--- src/core/sram_ctrl_defines.vh ---
`ifndef SRAM_CTRL_DEFINES_VH
`define SRAM_CTRL_DEFINES_VH

`define CLK_PERIOD_NS 40
`define ADDR_W 11
`define DATA_W 8
`define T_ACCESS_NS 70
`define T_GATE_RELEASE_NS 30
`define T_SELECT_RELEASE_NS 35
`define T_WRITE_RELEASE_NS 30
`define T_WRITE_PULSE_NS 40
`define T_ADDR_TO_END_NS 65
`define T_SELECT_TO_END_NS 60
`define T_DATA_SETUP_NS 30
`define T_DATA_HOLD_NS 5
`define T_CYCLE_NS 70
`define T_STANDBY_NS 40
// Flip-flop stages on the returning data
`define SYNC_STAGES 2
// Least times round up to whole cycles, never below one
`define CYC_UP(t) ((((t) + `CLK_PERIOD_NS - 1) / `CLK_PERIOD_NS) < 1 ? 1 : \
    (((t) + `CLK_PERIOD_NS - 1) / `CLK_PERIOD_NS))
`define CNT_W 4

`endif

--- src/core/phase_timer.v ---
`timescale 1ns/1ps
`default_nettype none
`include "sram_ctrl_defines.vh"
// ----------------------------------------
// Down counter that pulses done when it runs out
// ----------------------------------------
module phase_timer (
    // Clock and reset
    input wire mclk_i,
    input wire resetn_i,
    // Control
    input wire load_i,
    input wire [`CNT_W-1:0] count_i,
    output reg done_o
);
    reg [`CNT_W-1:0] cnt_q;

    always @(posedge mclk_i or negedge resetn_i) begin
        if (!resetn_i) begin
            cnt_q <= {`CNT_W{1'b0}};
            done_o <= 1'b0;
        end else if (load_i) begin
            cnt_q <= count_i;
            done_o <= 1'b0;
        end else if (cnt_q != {`CNT_W{1'b0}}) begin
            cnt_q <= cnt_q - {{(`CNT_W-1){1'b0}}, 1'b1};
            done_o <= (cnt_q == {{(`CNT_W-1){1'b0}}, 1'b1});
        end else begin
            done_o <= 1'b0;
        end
    end
endmodule
`default_nettype wire

--- src/core/sram_host_ctrl.v ---
`timescale 1ns/1ps
`default_nettype none
`include "sram_ctrl_defines.vh"
module sram_host_ctrl (
    // Clock and reset
    input wire mclk_i,
    input wire resetn_i,
    // User request
    input wire req_i,
    input wire req_write_i,
    input wire [`ADDR_W-1:0] req_addr_i,
    input wire [`DATA_W-1:0] req_wdata_i,
    output reg req_ready_o,
    output reg rdata_valid_o,
    output reg [`DATA_W-1:0] rdata_o,
    // Memory pins
    output reg [`ADDR_W-1:0] word_address_o,
    output reg select_n_o,
    output reg gate_n_o,
    output reg write_n_o,
    input wire [`DATA_W-1:0] shared_data_port_i,
    output reg [`DATA_W-1:0] shared_data_port_o,
    output reg shared_data_port_oe_n_o
);
    // ----------------------------------------
    // Cycle arithmetic
    // ----------------------------------------
    // Larger of two phase lengths; the slower limit always wins
    function [`CNT_W-1:0] max_cyc;
        input [`CNT_W-1:0] a;
        input [`CNT_W-1:0] b;
        begin
            max_cyc = (a > b) ? a : b;
        end
    endfunction

    // ----------------------------------------
    // Phase lengths in clock cycles
    // ----------------------------------------
    // Whole-cycle forms first, then cut to the timer width on purpose
    localparam integer ACCESS_I = `CYC_UP(`T_ACCESS_NS);
    localparam integer SEL_REL_I = `CYC_UP(`T_SELECT_RELEASE_NS);
    localparam integer GATE_REL_I = `CYC_UP(`T_GATE_RELEASE_NS);
    localparam integer STROBE_I = `CYC_UP(`T_WRITE_PULSE_NS);
    localparam integer ADDR_END_I = `CYC_UP(`T_ADDR_TO_END_NS);
    localparam integer SEL_END_I = `CYC_UP(`T_SELECT_TO_END_NS);
    localparam integer SETUP_I = `CYC_UP(`T_DATA_SETUP_NS);
    localparam integer TURN_I = `CYC_UP(`T_WRITE_RELEASE_NS);
    localparam integer HOLD_I = `CYC_UP(`T_DATA_HOLD_NS);
    localparam integer CYCLE_I = `CYC_UP(`T_CYCLE_NS);
    localparam integer SYNC_I = `SYNC_STAGES;
    localparam [`CNT_W-1:0] ACCESS_CYC = ACCESS_I[`CNT_W-1:0];
    localparam [`CNT_W-1:0] SEL_REL_CYC = SEL_REL_I[`CNT_W-1:0];
    localparam [`CNT_W-1:0] GATE_REL_CYC = GATE_REL_I[`CNT_W-1:0];
    localparam [`CNT_W-1:0] STROBE_CYC = STROBE_I[`CNT_W-1:0];
    localparam [`CNT_W-1:0] ADDR_END_CYC = ADDR_END_I[`CNT_W-1:0];
    localparam [`CNT_W-1:0] SEL_END_CYC = SEL_END_I[`CNT_W-1:0];
    localparam [`CNT_W-1:0] SETUP_CYC = SETUP_I[`CNT_W-1:0];
    localparam [`CNT_W-1:0] TURN_CYC = TURN_I[`CNT_W-1:0];
    localparam [`CNT_W-1:0] HOLD_CYC = HOLD_I[`CNT_W-1:0];
    localparam [`CNT_W-1:0] CYCLE_CYC = CYCLE_I[`CNT_W-1:0];
    localparam [`CNT_W-1:0] SYNC_CYC = SYNC_I[`CNT_W-1:0];
    // Port turnaround waits the slower of the two release times
    localparam [`CNT_W-1:0] RELEASE_CYC = max_cyc(SEL_REL_CYC, GATE_REL_CYC);
    // Access time plus the input synchroniser stages
    localparam [`CNT_W-1:0] RD_WAIT_CYC = ACCESS_CYC + SYNC_CYC;
    localparam [`CNT_W-1:0] RD_GAP_CYC = CYCLE_CYC - RELEASE_CYC;
    // Strobe covers pulse, data setup, address and select to end
    localparam [`CNT_W-1:0] WR_CYC = max_cyc(max_cyc(STROBE_CYC, ADDR_END_CYC), max_cyc(SEL_END_CYC, SETUP_CYC));

    // ----------------------------------------
    // State codes
    // ----------------------------------------
    localparam [2:0] ST_IDLE = 3'h0;
    localparam [2:0] ST_RD = 3'h1;
    localparam [2:0] ST_RD_END = 3'h2;
    localparam [2:0] ST_WR_TURN = 3'h3;
    localparam [2:0] ST_WR = 3'h4;
    localparam [2:0] ST_WR_HOLD = 3'h5;
    localparam [2:0] ST_GAP = 3'h6;

    reg [2:0] state_q;
    reg load_q;
    reg [`CNT_W-1:0] count_q;
    reg [`DATA_W-1:0] din_meta_q;
    reg [`DATA_W-1:0] din_sync_q;
    wire done;
    // Read ends on the access timer, in the read state only
    wire rd_capture;
    assign rd_capture = (state_q == ST_RD) && done;

    phase_timer u_timer (
        .mclk_i(mclk_i),
        .resetn_i(resetn_i),
        .load_i(load_q),
        .count_i(count_q),
        .done_o(done)
    );

    // ----------------------------------------
    // Read data synchroniser
    // ----------------------------------------
    // Two stages settle an async port; the access time is counted by the read timer
    always @(posedge mclk_i or negedge resetn_i) begin
        if (!resetn_i) begin
            din_meta_q <= {`DATA_W{1'b0}};
            din_sync_q <= {`DATA_W{1'b0}};
        end else begin
            din_meta_q <= shared_data_port_i;
            din_sync_q <= din_meta_q;
        end
    end

    // ----------------------------------------
    // Read data return
    // ----------------------------------------
    // Byte holds until the next read, so a slow user may take it late
    always @(posedge mclk_i or negedge resetn_i) begin
        if (!resetn_i) begin
            rdata_valid_o <= 1'b0;
            rdata_o <= {`DATA_W{1'b0}};
        end else begin
            rdata_valid_o <= rd_capture;
            if (rd_capture) begin
                rdata_o <= din_sync_q;
            end
        end
    end

    // ----------------------------------------
    // Cycle sequencer
    // ----------------------------------------
    always @(posedge mclk_i or negedge resetn_i) begin
        if (!resetn_i) begin
            state_q <= ST_IDLE;
            load_q <= 1'b0;
            count_q <= {`CNT_W{1'b0}};
            req_ready_o <= 1'b1;
            word_address_o <= {`ADDR_W{1'b0}};
            select_n_o <= 1'b1;
            gate_n_o <= 1'b1;
            write_n_o <= 1'b1;
            shared_data_port_o <= {`DATA_W{1'b0}};
            shared_data_port_oe_n_o <= 1'b1;
        end else begin
            load_q <= 1'b0;
            case (state_q)
                ST_IDLE: begin
                    if (req_i && req_ready_o) begin
                        req_ready_o <= 1'b0;
                        // Address and select change together, never select first
                        word_address_o <= req_addr_i;
                        select_n_o <= 1'b0;
                        load_q <= 1'b1;
                        if (req_write_i) begin
                            shared_data_port_o <= req_wdata_i;
                            count_q <= TURN_CYC;
                            state_q <= ST_WR_TURN;
                        end else begin
                            gate_n_o <= 1'b0;
                            // Two extra cycles for the input synchroniser
                            count_q <= RD_WAIT_CYC;
                            state_q <= ST_RD;
                        end
                    end
                end
                ST_RD: begin
                    if (done) begin
                        select_n_o <= 1'b1;
                        gate_n_o <= 1'b1;
                        load_q <= 1'b1;
                        count_q <= RELEASE_CYC;
                        state_q <= ST_RD_END;
                    end
                end
                ST_RD_END: begin
                    if (done) begin
                        load_q <= 1'b1;
                        count_q <= RD_GAP_CYC;
                        state_q <= ST_GAP;
                    end
                end
                ST_WR_TURN: begin
                    if (done) begin
                        // Memory is quiet; drive data and open the strobe on the same edge
                        shared_data_port_oe_n_o <= 1'b0;
                        write_n_o <= 1'b0;
                        load_q <= 1'b1;
                        count_q <= WR_CYC;
                        state_q <= ST_WR;
                    end
                end
                ST_WR: begin
                    if (done) begin
                        // Strobe rises before select, so it ends the write
                        write_n_o <= 1'b1;
                        load_q <= 1'b1;
                        count_q <= HOLD_CYC;
                        state_q <= ST_WR_HOLD;
                    end
                end
                ST_WR_HOLD: begin
                    if (done) begin
                        shared_data_port_oe_n_o <= 1'b1;
                        select_n_o <= 1'b1;
                        load_q <= 1'b1;
                        count_q <= HOLD_CYC;
                        state_q <= ST_GAP;
                    end
                end
                ST_GAP: begin
                    if (done) begin
                        req_ready_o <= 1'b1;
                        state_q <= ST_IDLE;
                    end
                end
                default: begin
                    state_q <= ST_IDLE;
                    req_ready_o <= 1'b1;
                end
            endcase
        end
    end
endmodule
`default_nettype wire

--- config.mk ---
export PLATFORM = sky130hd
export DESIGN_NAME = sram_host_ctrl
export DESIGN_NICKNAME = d
export VERILOG_FILES = /design/src/core/phase_timer.v /design/src/core/sram_host_ctrl.v
export VERILOG_INCLUDE_DIRS = /design/src /design/src/core
export SDC_FILE = /design/constraint.sdc
export NUM_CORES = 1
export LEC_CHECK = 0
export ABC_CLOCK_PERIOD_IN_PS = 2600
export BUFFER_PORTS_ARGS = -buffer_cell sky130_fd_sc_hd__buf_2
export CAP_MARGIN = 15
export CORE_MARGIN = 3
export CORE_UTILIZATION = 54
export CTS_CLUSTER_SIZE = 20
export DETAILED_ROUTE_END_ITERATION = 8
export PLACE_DENSITY = 0.81
export SETUP_SLACK_MARGIN = 0.15
export SLEW_MARGIN = 20
export SYNTH_ARGS = -nofsm -noshare
export SYNTH_HDL_FRONTEND = slang
export SYNTH_SLANG_ARGS = --single-unit
--- constraint.sdc ---
create_clock -name mclk_i -period 2.6 [get_ports mclk_i]
set_input_delay 0.52 -clock mclk_i [delete_from_list [all_inputs] [get_ports mclk_i]]
set_output_delay 0.52 -clock mclk_i [all_outputs]
set_load 0.02 [all_outputs]
==> results.toml <==
[timing]
setup_ws_ns = 0.644
slew_violations = 0
worst-slew-pin-transition_ns = 0.532
hold-worst-slack_ns = 0.0774
period_needed_ns = 1.96
clock.fmax_mhz = 511
slew_headroom_pct = 64.5
final-hold-violation-count = 0
setup_viol = 0
fin_skew_ns = 0.00776
rsz0062_at_grt = "no"
tns_ns = 0
finalCritPeriodShare_pct = 75.2

[setup_path]
worstPathMaxFanout = 17
cp-end-kind = "register"
crit_type = "register to register"
critPathRequiredTime_ns = 2.82
worstPathArrival_ns = 2.17
cp-start-kind = "register"

[power]
combPwrFrac_pct = 37.2
p_switching_mw = 1.36
power_leakage_nw = 1.48
power.internal_mw = 2.35
p_seq_share_pct = 40.2
peakVddDrop_uv = 843
p_clk_share_pct = 22.6
power.density_nw_per_um2 = 1220
power_mw = 3.71
swShare_pct = 36.7

[global_route]
grt_use_met3_pct = 7.93
grt_max_degree = 49
grtUsageMet1_pct = 24.3
grt_pass1_wl_um = 7760
track_usage_pct = 19.6
overflow = 0
grt_pass1_vias = 1694
antenna_found_initial = 0
gr-usage-met2_pct = 29.8
busiest_layer = "met2"

[floorplanning]
rows = 24
boundaryPins = 64
die_w_um = 73.8
initial_core_util_pct = 56.5
die_height_um = 73.8
design.core.area_um2 = 4380
die_area_um2 = 5440

[detailed_routing]
dr.pass1.iters = 4
routedWlPerCell_um = 15.8
totalWireLength_um = 4770
vias = 1645
drt-initial-drc-count = 101
routed_via_density = 5.45
ant_nets = 0
drc = 0

[run]
cap_violations = 0

[yosys]
ys_ff_latch = 61
syn_inst = 176
synth-edff-count = 0
syn_avg_cell_area_um2 = 14.1
yosys_warnings = 0
synth_cell_types = 44
syn-cell-area_um2 = 2480
yosysSeqAreaShare_pct = 61.8
async_reset_ff_share_pct = 100
synth_fp_nets = 210
synth_top_flop_cell = "dfrtp_1"

[cells_and_area]
drive_above_1_share_pct = 49.6
layout_common_cells = "buf_2 (63), dfrtp_1 (56), mux2_2 (18)"
syn_to_final_growth_pct = 22.4
n_antenna_cell = 0
nets = 279
final.fill_count = 286
final_common_cell = "buf_2"
final_area_um2 = 3030

[placement]
portBuffers = 63
dp_slack_ns = 0.644
place_hpwl_um = 3230
place_area_um2 = 2830
gp_congestion = 0.817

[cts]
clkLatencyLatePin_ns = 0.34
numCtsBuffers = 9
cts.repair.resized = 0
cts_tree = "built"
holdBufCountCts = 0
cts.sinks = 61
clk_path_buf_depth = 2
cts_setup_buffers = 0
clkTransAtPathRegs_ns = 0.07
cts_root_buf = "clkbuf_8"
cts.htree.levels = 3

[hold_path]
min_path_type = "primary input to async pin"

[outcome]
outcome = "completed"
[final cells by class]
type                       instances  area [um2]  share of cell area [%]
multi-input combinational        101         863                    28.5
sequential                        61        1530                    50.5
inverter                           6        22.5                   0.742
tap                               52        65.1                    2.14
timing repair buffer              66         350                    11.5
clock buffer                      10         138                    4.54
clock inverter                     6        62.6                    2.06
[worst paths after layout]
| check | cells after the start | endpoint | startpoint | slack [ns] |
|---|---|---|---|---|
| worst max-delay path | 3 | word_address_o[10] | state_q[0] | 0.64 |
| worst min-delay path | 1 | u_timer.cnt_q[2] | resetn_i | 0.08 |
| worst max register to register | 3 | word_address_o[10] | state_q[0] | 0.64 |
| worst min register to register | 0 | din_sync_q[7] | din_meta_q[7] | 0.35 |
| max in group asynchronous | 2 | select_n_o | resetn_i | 1.92 |
| min in group mclk_i | 1 | din_meta_q[4] | shared_data_port_i[4] | 0.29 |
[kinds of logic (layout without fill, tap and decap cells)]
family | after synthesis | count (layout) | share of synthesized area [%]
buffers and inverters | 14 | 88 | 3.33
adder cells (fa/ha/maj) | 3 | 3 | 1.51
AND/OR/NAND/NOR | 34 | 34 | 8.68
multiplexers | 31 | 31 | 15.5
flip-flops | 61 | 61 | 61.8
AO/OA/AOI/OAI | 32 | 32 | 8.78
XOR/XNOR | 1 | 1 | 0.353
[per-stage QoR]
step	instances	utilization, %
global route	302	69.2
global placement	286	64.6
finish	302	69.2
CTS	302	69.2
floorplan	176	-
detailed placement	286	64.6
[state kept, by name, indices dropped and copies added (netlist names), 3 cells and up]
register	cells
word_address_o	11
din_meta_q	8
din_sync_q	8
rdata_o	8
shared_data_port_o	8
u_timer.cnt_q	4
count_q	3
state_q	3
[metal layers]
layer	routed length [um]	up-vias
li1	-	762
met1	1900	823
met2	2480	50
met3	300	10
met4	101	0
met5	0	-
[cells in the mapped netlist (2+ instances only)]
cell type / number / share of area (%)
o21ai_0: 9 / 1.8
mux2_4: 10 / 6.1
dfstp_2: 5 / 5.3
a22oi_1: 2 / 0.61
dfrtp_1: 56 / 57
mux2_2: 18 / 8.2
ha_1: 3 / 1.5
inv_1: 6 / 0.91
nor3_4: 2 / 1.3
nor4_1: 2 / 0.50
o22a_1: 2 / 0.71
buf_2: 2 / 0.40
clkbuf_1: 3 / 0.45
nor3_1: 4 / 0.81
and2_1: 2 / 0.50
nor2b_1: 2 / 0.50
a31oi_1: 3 / 0.76
a21oi_1: 7 / 1.4
nor2_1: 6 / 0.91
or2_2: 2 / 0.50
mux2i_1: 2 / 0.81
nand2_1: 6 / 0.91
[power groups by stage]
stage	logic (mW)	clock network (mW)	registers, mW
after detailed placement	1.38	0	1.50
after global routing	1.50	0.901	1.53
final	1.38	0.838	1.49
after floorplan	0.777	0	1.69
after global placement	1.34	0	1.49
after CTS	1.40	0.853	1.49
[worst max-delay path, cell delays in order, from the launching register on]
cell and delay, ns:
dfrtp_1 0.57, or3_4 0.49, nor2_4 0.39, mux2_2 0.39
Power figures use the tool's default switching activity.
